`src/logic/das_defs.svh`:
```
// timing counts, bit positions and reset values of the dual converter control
`ifndef DAS_DEFS_SVH
`define DAS_DEFS_SVH

// serial clock falling edge counts since the chip-select fall
`define DAS_CNT_W        6
`define DAS_CNT_ZERO     6'h00
`define DAS_GLITCH_EDGES 6'h02
`define DAS_KEEP_EDGES   6'h0a
`define DAS_TRACK_EDGES  6'h0d
`define DAS_CONV_EDGES   6'h0e
`define DAS_HALF_EDGES   6'h10
`define DAS_LAST_EDGE    6'h1f
`define DAS_DUAL_EDGES   6'h20

// bit positions inside one 16-bit half of the frame
`define DAS_ID_POS       4'h1
`define DAS_MSB_POS      4'h2
`define DAS_LSB_POS      4'hd

// result and buffer sizes
`define DAS_RES_W        12
`define DAS_FIFO_DEPTH   16

// power-up time from partial power-down, longest figure, rounded down
`define DAS_CLK_MHZ      100
`define DAS_PWRUP_NS     1000
`define DAS_PWRUP_CYC    ((`DAS_PWRUP_NS * `DAS_CLK_MHZ) / 1000)
`define DAS_FULL_CYC     1000
`define DAS_PWR_W        16

`endif

```
`src/logic/das_pkg.sv`:
```
// types shared by the dual converter control
package das_pkg;
   typedef enum logic [1:0] {
      DAS_NORMAL  = 2'h0,
      DAS_PARTIAL = 2'h1,
      DAS_FULL    = 2'h3
   } das_mode_t;

   typedef enum logic [1:0] {
      DAS_IDLE = 2'h0,
      DAS_RUN  = 2'h1,
      DAS_DONE = 2'h3
   } das_frm_t;

   typedef struct packed {
      logic [11:0] a;
      logic [11:0] b;
   } das_res_t;

   typedef struct packed {
      logic analog_on;
      logic ref_on;
      logic hold;
   } das_ana_t;
endpackage

```
`src/logic/das_fifo.sv`:
```
// result buffer between the converter core and the serial shifter
`timescale 1ns/100ps
module das_fifo #(
   parameter int P_WIDTH = 24,
   parameter int P_DEPTH = 16
) (
   input  wire logic               i_mclk,
   input  wire logic               i_rst,
   input  wire logic [P_WIDTH-1:0] i_data,
   input  wire logic               i_valid,
   output logic                    o_ready,
   output logic [P_WIDTH-1:0]      o_data,
   output logic                    o_valid,
   input  wire logic               i_ready
);
   localparam int AW = $clog2(P_DEPTH);

   logic [P_WIDTH-1:0] mem [P_DEPTH];
   logic [AW-1:0]      wr_q;
   logic [AW-1:0]      rd_q;
   logic [AW:0]        cnt_q;
   logic               push;
   logic               pop;

   // honest full and empty from the fill count
   assign o_ready = (cnt_q != (AW+1)'(P_DEPTH));
   assign o_valid = (cnt_q != '0);
   assign o_data  = mem[rd_q];
   assign push    = i_valid && o_ready;
   assign pop     = o_valid && i_ready;

   // storage write
   always_ff @(posedge i_mclk) begin
      if (push) begin
         mem[wr_q] <= i_data;
      end
   end

   // pointers wrap at the depth
   always_ff @(posedge i_mclk) begin
      if (i_rst) begin
         wr_q <= '0;
         rd_q <= '0;
      end else begin
         if (push) begin
            wr_q <= (wr_q == AW'(P_DEPTH - 1)) ? '0 : wr_q + 1'b1;
         end
         if (pop) begin
            rd_q <= (rd_q == AW'(P_DEPTH - 1)) ? '0 : rd_q + 1'b1;
         end
      end
   end

   // fill count
   always_ff @(posedge i_mclk) begin
      if (i_rst) begin
         cnt_q <= '0;
      end else if (push && !pop) begin
         cnt_q <= cnt_q + 1'b1;
      end else if (pop && !push) begin
         cnt_q <= cnt_q - 1'b1;
      end
   end
endmodule

```
`src/logic/das_ctrl.sv`:
```
// serial frame, power mode and readout control of the dual converter
//
// Operation
// chip-select fall samples, converts, drives outputs
// one result needs fourteen serial clocks
// host holds select low ten edges
// rise at edges ten to thirteen aborts
// zero, id bit, then twelve result bits
// after fourteen, outputs drive until select rises
// two trailing zeros in sixteen-clock burst
// second half carries the other converter
// identification bit precedes each result
// dual read floats at edge thirty-two
// host may idle select low afterwards
// host waits idle gap before next frame
// normal, rise at two to nine: partial
// rise before edge two keeps normal
// partial keeps reference only; full all off
// dummy frame past ten powers up
// partial, early rise stays partial
// partial, rise two to nine: full
// power-down needs no further serial clocks
// host waits full power-up before converting
// track resumes at rise after edge thirteen
// host may sample on rising edges
// count falling edges, decide on select rise
`timescale 1ns/100ps
`include "das_defs.svh"
module das_ctrl #(
   parameter int P_RES_W     = `DAS_RES_W,
   parameter int P_DEPTH     = `DAS_FIFO_DEPTH,
   parameter int P_PWRUP_CYC = `DAS_PWRUP_CYC,
   parameter int P_FULL_CYC  = `DAS_FULL_CYC
) (
   input  wire logic              i_mclk,
   input  wire logic              i_rst,
   input  wire logic              i_cs_n,
   input  wire logic              i_sclk,
   input  wire das_pkg::das_res_t i_res,
   input  wire logic              i_res_valid,
   output logic                   o_res_ready,
   output logic                   o_serial_out_first,
   output logic                   o_serial_out_first_oe_n,
   output logic                   o_serial_out_second,
   output logic                   o_serial_out_second_oe_n,
   output das_pkg::das_ana_t      o_ana,
   output logic                   o_conv_start,
   output logic                   o_conv_abort,
   output logic                   o_pwr_ok,
   output das_pkg::das_mode_t     o_mode
);
   import das_pkg::*;

   localparam int CW = `DAS_CNT_W;
   localparam int PW = `DAS_PWR_W;

   logic [2:0]     cs_sync_q;
   logic [2:0]     sclk_sync_q;
   logic           cs_fall;
   logic           cs_rise;
   logic           sclk_fall;
   logic           sclk_rise;
   logic [CW-1:0]  cnt_q;
   logic [CW-1:0]  cnt_nx;
   das_frm_t       st_q;
   das_mode_t      mode_q;
   das_res_t       res_q;
   das_res_t       fifo_data;
   logic           fifo_valid;
   logic           hold_q;
   das_ana_t       ana_d;
   das_ana_t       ana_q;
   logic [PW-1:0]  pwr_q;
   logic           start_q;
   logic           abort_q;
   logic           mid_win;
   logic           keep_win;
   logic [1:0]     bit_q;
   logic [1:0]     oe_n_q;

   ////////////////////////////////////////////////////////////////////
   // pin synchronisers and edge finders
   ////////////////////////////////////////////////////////////////////

   // two flops per pin, the third only feeds the edge finders
   always_ff @(posedge i_mclk) begin
      if (i_rst) begin
         cs_sync_q   <= 3'h7;
         sclk_sync_q <= 3'h7; // idle-high clock gives no false edge
      end else begin
         cs_sync_q   <= {cs_sync_q[1:0], i_cs_n};
         sclk_sync_q <= {sclk_sync_q[1:0], i_sclk};
      end
   end

   // edges seen between the second and third flops
   assign cs_fall   = cs_sync_q[2] && !cs_sync_q[1];
   assign cs_rise   = !cs_sync_q[2] && cs_sync_q[1];
   assign sclk_fall = sclk_sync_q[2] && !sclk_sync_q[1];
   assign sclk_rise = !sclk_sync_q[2] && sclk_sync_q[1];

   ////////////////////////////////////////////////////////////////////
   // result buffer, one pair taken per frame
   ////////////////////////////////////////////////////////////////////

   das_fifo #(
      .P_WIDTH ($bits(das_res_t)),
      .P_DEPTH (P_DEPTH)
   ) u_fifo (
      .i_mclk  (i_mclk),
      .i_rst   (i_rst),
      .i_data  (i_res),
      .i_valid (i_res_valid),
      .o_ready (o_res_ready),
      .o_data  (fifo_data),
      .o_valid (fifo_valid),
      .i_ready (cs_fall)
   );

   // result frozen at the frame start, zeros when none is buffered
   always_ff @(posedge i_mclk) begin
      if (i_rst) begin
         res_q <= '0;
      end else if (cs_fall) begin
         res_q <= fifo_valid ? fifo_data : '0;
      end
   end

   ////////////////////////////////////////////////////////////////////
   // frame state and edge counter
   ////////////////////////////////////////////////////////////////////

   // frame runs from select fall to select rise
   always_ff @(posedge i_mclk) begin
      if (i_rst) begin
         st_q <= DAS_IDLE;
      end else begin
         case (st_q)
            DAS_IDLE: begin
               if (cs_fall) begin
                  st_q <= DAS_RUN;
               end
            end
            DAS_RUN: begin
               if (cs_rise) begin
                  st_q <= DAS_IDLE;
               end else if (sclk_fall && cnt_q == `DAS_LAST_EDGE) begin
                  st_q <= DAS_DONE;
               end
            end
            DAS_DONE: begin
               if (cs_rise) begin
                  st_q <= DAS_IDLE;
               end
            end
            default: begin
               st_q <= DAS_IDLE;
            end
         endcase
      end
   end

   // falling edges since select fell, held at thirty-two
   always_ff @(posedge i_mclk) begin
      if (i_rst) begin
         cnt_q <= `DAS_CNT_ZERO;
      end else if (cs_fall) begin
         cnt_q <= `DAS_CNT_ZERO;
      end else if (st_q == DAS_RUN && sclk_fall) begin
         cnt_q <= cnt_nx;
      end
   end

   assign cnt_nx = cnt_q + CW'(1);

   ////////////////////////////////////////////////////////////////////
   // power mode decided at the select rise
   ////////////////////////////////////////////////////////////////////

   // count windows that pick the next mode
   assign mid_win  = (cnt_q >= `DAS_GLITCH_EDGES) &&
                     (cnt_q < `DAS_KEEP_EDGES);
   assign keep_win = (cnt_q >= `DAS_KEEP_EDGES);

   // no serial clock is needed after the rise to change mode
   always_ff @(posedge i_mclk) begin
      if (i_rst) begin
         mode_q <= DAS_NORMAL;
      end else if (cs_rise && st_q != DAS_IDLE) begin
         case (mode_q)
            DAS_NORMAL: begin
               if (mid_win) begin
                  mode_q <= DAS_PARTIAL;
               end
            end
            DAS_PARTIAL: begin
               if (mid_win) begin
                  mode_q <= DAS_FULL;
               end else if (keep_win) begin
                  mode_q <= DAS_NORMAL;
               end
            end
            DAS_FULL: begin
               if (keep_win) begin
                  mode_q <= DAS_NORMAL;
               end
            end
            default: begin
               mode_q <= DAS_NORMAL;
            end
         endcase
      end
   end

   // conversion aborted when select rises before edge fourteen
   always_ff @(posedge i_mclk) begin
      if (i_rst) begin
         abort_q <= 1'b0;
         start_q <= 1'b0;
      end else begin
         abort_q <= cs_rise && st_q == DAS_RUN &&
                    cnt_q < `DAS_CONV_EDGES;
         start_q <= cs_fall;
      end
   end

   ////////////////////////////////////////////////////////////////////
   // analog power and track-and-hold
   ////////////////////////////////////////////////////////////////////

   // hold from select fall until the rise after edge thirteen
   always_ff @(posedge i_mclk) begin
      if (i_rst) begin
         hold_q <= 1'b0;
      end else if (cs_fall) begin
         hold_q <= 1'b1;
      end else if (cs_rise) begin
         hold_q <= 1'b0;
      end else if (sclk_rise && cnt_q >= `DAS_TRACK_EDGES) begin
         hold_q <= 1'b0;
      end
   end

   // a frame powers the core up; the rise drops it back if asleep
   always_comb begin
      ana_d.analog_on = (mode_q == DAS_NORMAL) ||
                        (st_q != DAS_IDLE);
      ana_d.ref_on    = (mode_q != DAS_FULL) || (st_q != DAS_IDLE);
      ana_d.hold      = hold_q;
   end

   always_ff @(posedge i_mclk) begin
      if (i_rst) begin
         ana_q <= '{analog_on: 1'b1, ref_on: 1'b1, hold: 1'b0};
      end else begin
         ana_q <= ana_d;
      end
   end

   // power-up timer, longer when the reference was off too
   always_ff @(posedge i_mclk) begin
      if (i_rst) begin
         pwr_q <= '0;
      end else if (!ana_d.analog_on) begin
         pwr_q <= '0;
      end else if (!ana_q.analog_on) begin
         pwr_q <= ana_q.ref_on ? PW'(P_PWRUP_CYC)
                               : PW'(P_FULL_CYC);
      end else if (pwr_q != '0) begin
         pwr_q <= pwr_q - PW'(1);
      end
   end

   assign o_ana        = ana_q;
   assign o_pwr_ok     = ana_q.analog_on && (pwr_q == '0);
   assign o_mode       = mode_q;
   assign o_conv_start = start_q;
   assign o_conv_abort = abort_q;

   ////////////////////////////////////////////////////////////////////
   // serial data lines
   ////////////////////////////////////////////////////////////////////

   // bit at position n of the frame for one line
   function automatic logic bit_at(input logic [CW-1:0] n,
                                   input logic          line_b,
                                   input das_res_t      r);
      logic [3:0]         p;
      logic               src_b;
      logic [P_RES_W-1:0] w;
      p      = n[3:0];
      src_b  = line_b ^ n[4];
      w      = src_b ? r.b : r.a;
      bit_at = 1'b0;
      if (n >= `DAS_DUAL_EDGES) begin
         bit_at = 1'b0;
      end else if (p == `DAS_ID_POS) begin
         bit_at = src_b;
      end else if (p >= `DAS_MSB_POS && p <= `DAS_LSB_POS) begin
         bit_at = w[`DAS_LSB_POS - p];
      end
      return bit_at;
   endfunction

   // one shifter and enable per line; line 1 starts with result b
   for (genvar i = 0; i < 2; i++) begin : g_line
      always_ff @(posedge i_mclk) begin
         if (i_rst) begin
            bit_q[i] <= 1'b0;
         end else if (cs_fall) begin
            bit_q[i] <= 1'b0;
         end else if (st_q == DAS_RUN && sclk_fall) begin
            bit_q[i] <= bit_at(cnt_nx, 1'(i), res_q);
         end
      end

      always_ff @(posedge i_mclk) begin
         if (i_rst) begin
            oe_n_q[i] <= 1'b1;
         end else if (cs_fall) begin
            oe_n_q[i] <= 1'b0;
         end else if (cs_rise) begin
            oe_n_q[i] <= 1'b1;
         end else if (st_q == DAS_RUN && sclk_fall &&
                      cnt_q == `DAS_LAST_EDGE) begin
            oe_n_q[i] <= 1'b1;
         end
      end
   end

   assign o_serial_out_first       = bit_q[0];
   assign o_serial_out_second      = bit_q[1];
   assign o_serial_out_first_oe_n  = oe_n_q[0];
   assign o_serial_out_second_oe_n = oe_n_q[1];

   ////////////////////////////////////////////////////////////////////
   // checks
   ////////////////////////////////////////////////////////////////////

   localparam int PWR_MAX = 102;
endmodule

```
`config.mk`:
```
export PLATFORM = sky130hd
export DESIGN_NAME = das_ctrl
export DESIGN_NICKNAME = d
export VERILOG_FILES = /design/src/logic/das_pkg.sv /design/src/logic/das_fifo.sv /design/src/logic/das_ctrl.sv
export VERILOG_INCLUDE_DIRS = /design/src /design/src/logic
export SDC_FILE = /design/constraint.sdc
export NUM_CORES = 1
export LEC_CHECK = 0
export BUFFER_PORTS_ARGS = -buffer_cell sky130_fd_sc_hd__buf_4
export CORE_ASPECT_RATIO = 1.1
export CORE_MARGIN = 4
export CORE_UTILIZATION = 35
export CTS_BUF_LIST = sky130_fd_sc_hd__clkbuf_2
export DETAILED_ROUTE_END_ITERATION = 8
export MAX_ROUTING_LAYER = met4
export SETUP_SLACK_MARGIN = 0.1
export SYNTH_ARGS = -nofsm -noshare
export SYNTH_HDL_FRONTEND = slang
export SYNTH_SLANG_ARGS = --single-unit
```
`constraint.sdc`:
```
create_clock -name i_mclk -period 9.6 [get_ports i_mclk]
set_input_delay 2.88 -clock i_mclk [delete_from_list [all_inputs] [get_ports i_mclk]]
set_output_delay 2.88 -clock i_mclk [all_outputs]
set_load 0.02 [all_outputs]
```
==> Implementation_results.wiki, run 1 <==
{| class="wikitable"
! Metric !! Value
|-
| Result of the run || completed
|-
| Data arrival, critical path || 2.95 ns
|-
| Final RePlAce weighted congestion || 0.7673
|-
| Number of DRC violations after detailed-routing iteration 0 || 617
|-
| Die Height || 250.2 um
|-
| Final max-slew violation count || 0
|-
| Number of failing setup endpoints in the final timing report || 0
|-
| Sequential cell area fraction in the yosys report || 70.56%
|-
| Horizontal die dimension || 228.2 um
|-
| Critical path start-end classification || flip-flop to output port
|-
| Actual slew at the worst max-slew pin || 1.087 ns
|-
| Crit Reg-Reg Endpoint || o_serial_out_second
|-
| Number of instances resized during post-cts repair || 0
|-
| Detail Route Antenna Nets || 0
|-
| Cell-by-cell trace of the critical path || nor4_1 > nor3b_2 > nand4b_1 > nor2_1 > buf_4
|-
| Port Buffers || 41
|-
| Worst slew slack as a fraction of its limit || 27.57%
|-
| Total global-route track usage || 14.08%
|-
| Clock period minus final worst setup slack || 5.829 ns
|-
| Count of warnings emitted by yosys || 0
|-
| Maximum number of pins on one net before global-route repair || 63
|-
| Cell taking the most area after synthesis || sky130_fd_sc_hd__edfxtp_1
|-
| Worst min path class || flip-flop to flip-flop
|-
| Clk Latency, worst-skew pair || 1.09 ns
|-
| Leakage power total || 6.715 nW
|-
| Number of instances in the synthesized netlist || 1037
|-
| Worst Clk Skew || 0.1360 ns
|-
| Layout cells sized above 1 || 31.94%
|-
| Post-layout nets || 1194
|-
| Buffers from clock root to sink, at most || 3
|-
| Count of cell types in the netlist || 62
|-
| Clock net sink count || 466
|-
| Final HPWL DP || 22600 um
|-
| Worst-case vdd ir drop || 0.00006614 V
|-
| Vias || 9583
|-
| Top post-synthesis cells by area || sky130_fd_sc_hd__edfxtp_1, sky130_fd_sc_hd__mux4_2, sky130_fd_sc_hd__dfxtp_1
|-
| Fraction of synthesis flops using an asynchronous set or reset pin || 0%
|-
| Number of levels in the clock H-tree || 3
|-
| Placed cells || 1704
|-
| Achievable frequency || 0.1715 GHz
|-
| RR Startpoint || cnt_q[0]
|-
| CP max stage delay || 0.45 ns
|-
| Global-route wire length before repair || 60120 um
|-
| Worst path slowest cell || sky130_fd_sc_hd__nor4_1
|-
| Residual overflow from global routing || 0
|-
| Master cell of the clock root buffer || sky130_fd_sc_hd__clkbuf_2
|-
| Drt drc || 0
|-
| Power after layout || 4.108 mW
|-
| Crit-path max FO || 11
|-
| Total negative slack for setup checks || 0 ns
|-
| TritonCTS clock tree || built
|-
| Share of the clock period used by the worst path after layout || 60.72%
|-
| Cell Rows || 88
|-
| Instance count along the most critical hold path || 1
|-
| Final routed wirelength across all metal layers || 38750 um
|-
| Initial Util || 35.47%
|-
| Worst-path clk slew || 0.10 ns
|-
| Register-to-register setup slack || 5.89 ns
|-
| Synthesis-to-layout area growth || 10.63%
|-
| Syn nets || 1085
|-
| Power density of the placed cells || 198.9 mW/mm2
|-
| Required time of the worst setup path || 6.72 ns
|-
| TritonCTS buffer count || 115
|-
| Most common cell after layout, fill and taps aside || sky130_fd_sc_hd__edfxtp_1
|-
| Kind of end point of the critical path || output port
|-
| Hold violation count in the final report || 0
|-
| Vias per Instance || 5.046
|-
| Number of iterations in the first detailed-routing pass || 4
|-
| Highest-count cells in the layout ignoring fill and taps || sky130_fd_sc_hd__edfxtp_1, sky130_fd_sc_hd__clkbuf_2, sky130_fd_sc_hd__mux4_2, sky130_fd_sc_hd__dfxtp_1
|-
| Buffers inserted during post-CTS setup optimization || 0
|-
| Number of global-route vias before repair || 10.32k
|-
| WHS Endpoint || sclk_sync_q[1]
|-
| Buffer and inverter count on the worst path || 1
|-
| Top cell family by delay on the critical path || simple AND/OR/NAND/NOR gates
|-
| Hold buffer count at cts || 0
|-
| Final core utilization || 39.24%
|-
| Number of register bits inferred by synthesis || 466
|-
| Non-filler instance count after layout || 1899
|-
| Wire per inst || 20.40 um
|-
| Max cap viols || 0
|-
| DIE AREA || 0.05710 mm2
|-
| Crit start category || flip-flop
|-
| Hold Crit Start || sclk_sync_q[0]
|-
| Ys flop type || sky130_fd_sc_hd__edfxtp_1
|-
| Fraction of synthesized cell area taken by the top area cell type || 61.77%
|-
| Avg Cell Area, Syn || 18.00 um2
|-
| Count of flip-flops with a built-in enable after synthesis || 384
|-
| Core box area || 0.05263 mm2
|-
| Num ports || 42
|-
| Unrepaired setup endpoints after global routing || false
|-
| Antenna violations before repair || 2
|-
| Worst Reg2Reg Path Length in Cells || 8
|-
| Netlist area before placement || 0.01867 mm2
|}
-- Yosys cell counts (10+ instances only) --
cell,n
sky130_fd_sc_hd__mux4_2,125
sky130_fd_sc_hd__buf_2,19
sky130_fd_sc_hd__dfxtp_1,82
sky130_fd_sc_hd__edfxtp_1,384
sky130_fd_sc_hd__a21oi_1,28
sky130_fd_sc_hd__clkinv_1,10
sky130_fd_sc_hd__nor3_1,19
sky130_fd_sc_hd__xor2_1,14
sky130_fd_sc_hd__nand2_1,49
sky130_fd_sc_hd__nor2_1,58
sky130_fd_sc_hd__inv_1,28
sky130_fd_sc_hd__ha_1,18
sky130_fd_sc_hd__o21ai_0,12
sky130_fd_sc_hd__clkbuf_1,25
sky130_fd_sc_hd__o21ai_1,25
sky130_fd_sc_hd__xnor2_1,12
-- worst max path at each step --
stage / to / slack (ns) / from / cells past startpoint
3_3_place_gp: u_fifo.cnt_q[4] / 4.50 / i_res_valid / 10
3_5_place_dp: u_fifo.cnt_q[4] / 4.48 / i_res_valid / 10
5_1_grt: o_pwr_ok / 3.37 / pwr_q[2] / 5
6_report: o_pwr_ok / 3.77 / pwr_q[2] / 5
2_1_floorplan: u_fifo.mem[0][0] / 4.07 / i_res_valid / 4
4_1_cts: o_pwr_ok / 3.58 / pwr_q[2] / 5
-- cell families (layout without fill, tap and decap cells) --
family / Yosys count / count (layout) / share of synthesized area [%]
and+or+nand+nor: 194 / 194 / 5.214
muxes: 137 / 137 / 15.76
AOI/OAI and AO/OA: 98 / 98 / 3.291
adders and majority gates: 19 / 19 / 1.314
other: 0 / 3 / 0
xor gates and xnor gates: 27 / 27 / 1.307
DFF: 466 / 466 / 70.56
buffers and inverters: 96 / 280 / 2.553
-- where the power goes --
part / internal (mW) / leakage, nW / switching, mW
combinational: 0.246 / 1.82 / 0.287
sequential: 2.27 / 4.14 / 0.0633
clock: 0.485 / 0.756 / 0.752
-- registers in the layout, summed over array words and instances (netlist names), named ones only --
name and cells:
u_fifo.wr_q 4, u_fifo.cnt_q 5, hold_q 1, o_serial_out_second_oe_n 1
o_mode 2, st_q 2, pwr_q 16, o_conv_abort 1
o_conv_start 1, cnt_q 6, o_serial_out_second 1, u_fifo.rd_q 4
o_serial_out_first 1, o_ana 3, u_fifo.mem 384, res_q 24
cs_sync_q 3, sclk_sync_q 3
-- worst register-to-register path, stage by stage, from the launching register on --
cell	delay [ns]
sky130_fd_sc_hd__dfxtp_1	0.80
sky130_fd_sc_hd__inv_2	0.27
sky130_fd_sc_hd__ha_1	1.09
sky130_fd_sc_hd__mux2_4	0.38
sky130_fd_sc_hd__a22oi_4	0.21
sky130_fd_sc_hd__xor2_1	0.40
sky130_fd_sc_hd__or3_1	0.18
sky130_fd_sc_hd__nand4_1	0.12
sky130_fd_sc_hd__a211oi_2	0.19
-- per-stage QoR --
step | hold WS, ns | instance area, um2 | setup WS, ns
2_1_floorplan | 0.3895 | 18670 | 4.067
3_3_place_gp | 0.4011 | 19670 | 4.503
3_5_place_dp | 0.3984 | 19670 | 4.483
4_1_cts | 0.3228 | 20650 | 3.583
5_1_grt | 0.3745 | 20650 | 3.365
6_report | 0.3358 | 20650 | 3.771
-- routing by layer --
layer	vias to the layer above	part of all wire, %	GRT usage [%]	wire [um]
met4	0	2.2	5.232	856
met1	4903	44	17.76	16910
met2	240	49	22.52	19050
met5	-	0	-	0
met3	76	5.0	3.094	1923
li1	4364	-	-	-
-- cell type report --
class,instances,area (um2)
Antenna cell,3,7.507
Timing Repair Buffer,49,367.9
Clock buffer,165,825.8
Inverter,39,146.4
Multi-Input combinational cell,475,5132
Fill cell,4853,31980
Tap cell,675,844.6
Clock inverter,27,147.6
Sequential cell,466,13180
Note: power is estimated with default switching activity, not from simulation.
==> run 2, diff against run 1 <==
--- a/config.mk
+++ b/config.mk
@@ -6,6 +6,7 @@
 export SDC_FILE = /design/constraint.sdc
 export NUM_CORES = 1
 export LEC_CHECK = 0
+export ABC_AREA = 1
 export BUFFER_PORTS_ARGS = -buffer_cell sky130_fd_sc_hd__buf_4
 export CORE_ASPECT_RATIO = 1.1
 export CORE_MARGIN = 4
==> constraint.sdc (replaced) <==
create_clock -name i_mclk -period 5.2 [get_ports i_mclk]
set_input_delay 1.56 -clock i_mclk [delete_from_list [all_inputs] [get_ports i_mclk]]
set_output_delay 1.56 -clock i_mclk [all_outputs]
set_load 0.02 [all_outputs]
==> Implementation_results.wiki, run 2 <==
{| class="wikitable"
! Metric !! Value
|-
| Worst setup path startpoint || pwr_q[0]
|-
| Ys flop type || sky130_fd_sc_hd__edfxtp_1
|-
| Largest registers || u_fifo.mem: 384 flops, res_q: 24 flops, pwr_q: 16 flops
|-
| Count of warnings emitted by yosys || 0 (unchanged)
|-
| Sequential cell area fraction in the yosys report || 69.24% (-1.3 points)
|-
| Antenna violations before repair || 2 (unchanged)
|-
| Worst-case vdd ir drop || 0.0001525 V (+130%)
|-
| Number of register bits inferred by synthesis || 466 (unchanged)
|-
| Data arrival, critical path || 2.53 ns (-0.42 ns)
|-
| Worst Reg2Reg Path Length in Cells || 15 (+7)
|-
| Number of instances resized during post-cts repair || 0 (unchanged)
|-
| Count of cell types in the netlist || 46 (-26%)
|-
| Buffers from clock root to sink, at most || 3 (unchanged)
|-
| TritonCTS buffer count || 115 (unchanged)
|-
| Share of the clock period used by the worst path after layout || 78.60%
|-
| Cell internal power dissipation || 5.498 mW (+83%)
|-
| Maximum number of pins on one net before global-route repair || 193 (+210%)
|-
| Filler instances || 5323 (+9.7%)
|-
| Worst slew slack as a fraction of its limit || 27.62% (+0.059 points)
|-
| Result of the run || completed
|-
| Crit start category || flip-flop
|-
| Number of iterations in the first detailed-routing pass || 6 (+2)
|-
| Final HPWL DP || 28380 um (+26%)
|-
| Actual slew at the worst max-slew pin || 1.076 ns (-0.01080 ns)
|-
| Register bank with the most flops || u_fifo.mem
|-
| Hold buffer count at cts || 0 (unchanged)
|-
| Die Height || 252.5 um (+0.92%)
|-
| Cell-by-cell trace of the critical path || inv_1 > ha_1 > inv_1 > nor4_1 > nand3_1 > nor2_1 > buf_4
|-
| Instance count along the most critical hold path || 1 (unchanged)
|-
| Worst-path clk slew || 0.10 ns (about the same)
|-
| Vias || 13.11k (+37%)
|-
| Crit-path max FO || 4 (-7)
|-
| Detail Route Antenna Nets || 0 (unchanged)
|-
| Fraction of synthesis flops using an asynchronous set or reset pin || 0% (unchanged)
|-
| Highest-count cells in the layout ignoring fill and taps || sky130_fd_sc_hd__edfxtp_1, sky130_fd_sc_hd__nor2_1, sky130_fd_sc_hd__o21ai_0, sky130_fd_sc_hd__clkbuf_2, sky130_fd_sc_hd__o22ai_1
|-
| Kind of end point of the critical path || output port
|-
| Master cell of the clock root buffer || sky130_fd_sc_hd__clkbuf_2
|-
| Number of failing setup endpoints in the final timing report || 0 (unchanged)
|-
| DIE AREA || 0.05816 mm2 (+1.8%)
|-
| Power density of the placed cells || 372.5 mW/mm2 (+87%)
|-
| CP max stage delay || 0.34 ns (-0.11 ns)
|-
| Clk Latency, worst-skew pair || 1.13 ns (+0.04 ns)
|-
| Register-to-register setup slack || 2.08 ns (-3.81 ns)
|-
| Most common cell after layout, fill and taps aside || sky130_fd_sc_hd__edfxtp_1
|-
| Clock net sink count || 466 (unchanged)
|-
| Cell Rows || 89 (+1.1%)
|-
| WHS || 0.3794 ns (+0.04357 ns)
|-
| Gate power share || 14.7% (+1.7 points)
|-
| Drt drc || 0 (unchanged)
|-
| Reg power frac || 54.7% (-2.2 points)
|-
| Buffer and inverter count on the worst path || 3 (+2)
|-
| Leakage power total || 7.273 nW (+8.3%)
|-
| Setup ws final || 1.113 ns (-2.658 ns)
|-
| Residual overflow from global routing || 0 (unchanged)
|-
| Power after layout || 7.844 mW (+91%)
|-
| Number of flip-flops under the largest register name || 384 (unchanged)
|-
| Global-route wire length before repair || 74580 um (+24%)
|-
| Fraction of power spent switching nets || 29.91% (+3.1 points)
|-
| Number of global-route vias before repair || 12.90k (+25%)
|-
| Top post-synthesis cells by area || sky130_fd_sc_hd__edfxtp_1, sky130_fd_sc_hd__dfxtp_1, sky130_fd_sc_hd__o21ai_0
|-
| TritonCTS clock tree || built
|-
| Initial Util || 35.45% (about the same)
|-
| Most frequent cell after synthesis || sky130_fd_sc_hd__edfxtp_1
|-
| Number of DRC violations after detailed-routing iteration 0 || 1432 (+130%)
|-
| Number of instances in the synthesized netlist || 1661 (+60%)
|-
| Top cell family by delay on the critical path || simple AND/OR/NAND/NOR gates
|-
| Number of levels in the clock H-tree || 3 (unchanged)
|-
| Cell taking the most area after synthesis || sky130_fd_sc_hd__edfxtp_1
|-
| Final routed wirelength across all metal layers || 48570 um (+25%)
|-
| Hold violation count in the final report || 0 (unchanged)
|-
| Worst min path class || flip-flop to flip-flop
|-
| Worst path slowest cell || sky130_fd_sc_hd__dfxtp_1
|-
| Critical path start-end classification || flip-flop to output port
|-
| RR Startpoint || u_fifo.cnt_q[1]
|-
| Buffers inserted during post-CTS setup optimization || 0 (unchanged)
|-
| Post-layout nets || 1778 (+49%)
|-
| Core box area || 0.05367 mm2 (+2.0%)
|-
| Wire per inst || 19.03 um (-6.7%)
|-
| Switching pwr || 2.346 mW (+110%)
|-
| Horizontal die dimension || 230.3 um (+0.92%)
|-
| Layout cells sized above 1 || 15.65% (-16 points)
|-
| Unrepaired setup endpoints after global routing || false
|-
| Final RePlAce weighted congestion || 0.8824 (+15%)
|-
| Syn nets || 1709 (+58%)
|-
| Clock period minus final worst setup slack || 4.087 ns
|-
| Required time of the worst setup path || 3.64 ns (-3.08 ns)
|-
| Achievable frequency || 0.2447 GHz
|-
| Vias per Instance || 5.138 (+1.8%)
|-
| Port Buffers || 41 (unchanged)
|-
| Worst Clk Skew || 0.1297 ns (-0.006296 ns)
|-
| Max cap viols || 0 (unchanged)
|-
| Final max-slew violation count || 0 (unchanged)
|-
| Total global-route track usage || 17.00% (+2.9 points)
|-
| Fraction of synthesized cell area taken by the top area cell type || 60.61% (-1.2 points)
|-
| Hold Crit Start || cs_sync_q[0]
|-
| Most frequent cells after synthesis || sky130_fd_sc_hd__edfxtp_1, sky130_fd_sc_hd__nor2_1, sky130_fd_sc_hd__o21ai_0
|-
| Total negative slack for setup checks || 0 ns (unchanged)
|-
| Cell seen most often among critical-path stages || sky130_fd_sc_hd__inv_1
|-
| Critical path depth || 7 (+2)
|-
| Clock network power share || 30.6% (+0.5 points)
|-
| Placed cells || 2341 (+37%)
|-
| Num ports || 42 (unchanged)
|-
| Non-filler instance count after layout || 2552 (+34%)
|-
| Netlist area before placement || 0.01903 mm2 (+1.9%)
|-
| Count of flip-flops with a built-in enable after synthesis || 384 (unchanged)
|-
| Synthesis-to-layout area growth || 10.69% (about the same)
|-
| Avg Cell Area, Syn || 11.45 um2 (-36%)
|-
| Worst setup slack before clock tree synthesis || 1.307 ns (-3.175 ns)
|}
==> run 2: cell types whose count changed in the layout (fill, tap and decap cells not counted), sizes merged, moves of 9 or more <==
cell,previous run,this run
nor2,58,321
clkbuf,165,184
a22oi,2,13
o22ai,1,117
mux4,125,0
nand3,6,62
nand2,49,114
inv,30,67
o21ai,38,276
clkinv,34,25
mux2i,9,0
==> run 2: power groups by stage <==
stage / Sequential [mW] / Combinational [mW] / Clock [mW]
after floorplan: 4.35 / 0.803 / 0
after global placement: 4.37 / 1.13 / 0
after detailed placement: 4.38 / 1.15 / 0
after CTS: 4.29 / 1.16 / 2.48
after global routing: 4.31 / 1.30 / 2.69
final: 4.29 / 1.15 / 2.40
==> run 2: stage by stage <==
step | utilization [%] | area [um2]
final | 39.24 | 21060
after global routing | 39.23 | 21060
after CTS | 39.22 | 21050
after detailed placement | 37.29 | 20010
after global placement | 37.29 | 20010
after floorplan | - | 19030
==> run 2: final timing paths <==
path                      to
max                 o_pwr_ok
min             cs_sync_q[1]
max reg2reg  u_fifo.cnt_q[4]
min reg2reg     cs_sync_q[1]
==> run 2: layout make-up <==
type / count / area [um2] / area share [%]
flip-flops and latches: 466 / 13180 / 62.58
clock inverters: 24 / 117.6 / 0.5585
diodes: 3 / 7.507 / 0.03565
well taps: 728 / 910.9 / 4.325
clock buffers: 184 / 920.9 / 4.373
repair buffers: 51 / 407.9 / 1.937
inverters: 68 / 259.0 / 1.230
multi-input cells: 1028 / 5258 / 24.96
==> run 2: logic make-up (layout without fill, tap and decap cells) <==
family          Yosys count  count (layout)  synth area share [%]
simple gates            535             535                 11.62
fa+ha+maj                19              19                 1.289
buf+inv                 167             327                 3.762
compound gates          461             461                 13.46
flops                   466             466                 69.24
xor+xnor                 13              13                0.6379
other cells               0               3                     0
==> run 2: per-layer routing <==
metal  vias up  global-route usage [%]  part of all wire, %
met3        54                   3.393                  6.6
met1      6427                   22.16                   43
met5         -                       -                    0
met4         0                   5.895                  1.8
li1       6218                       -                    -
met2       413                   26.71                   48
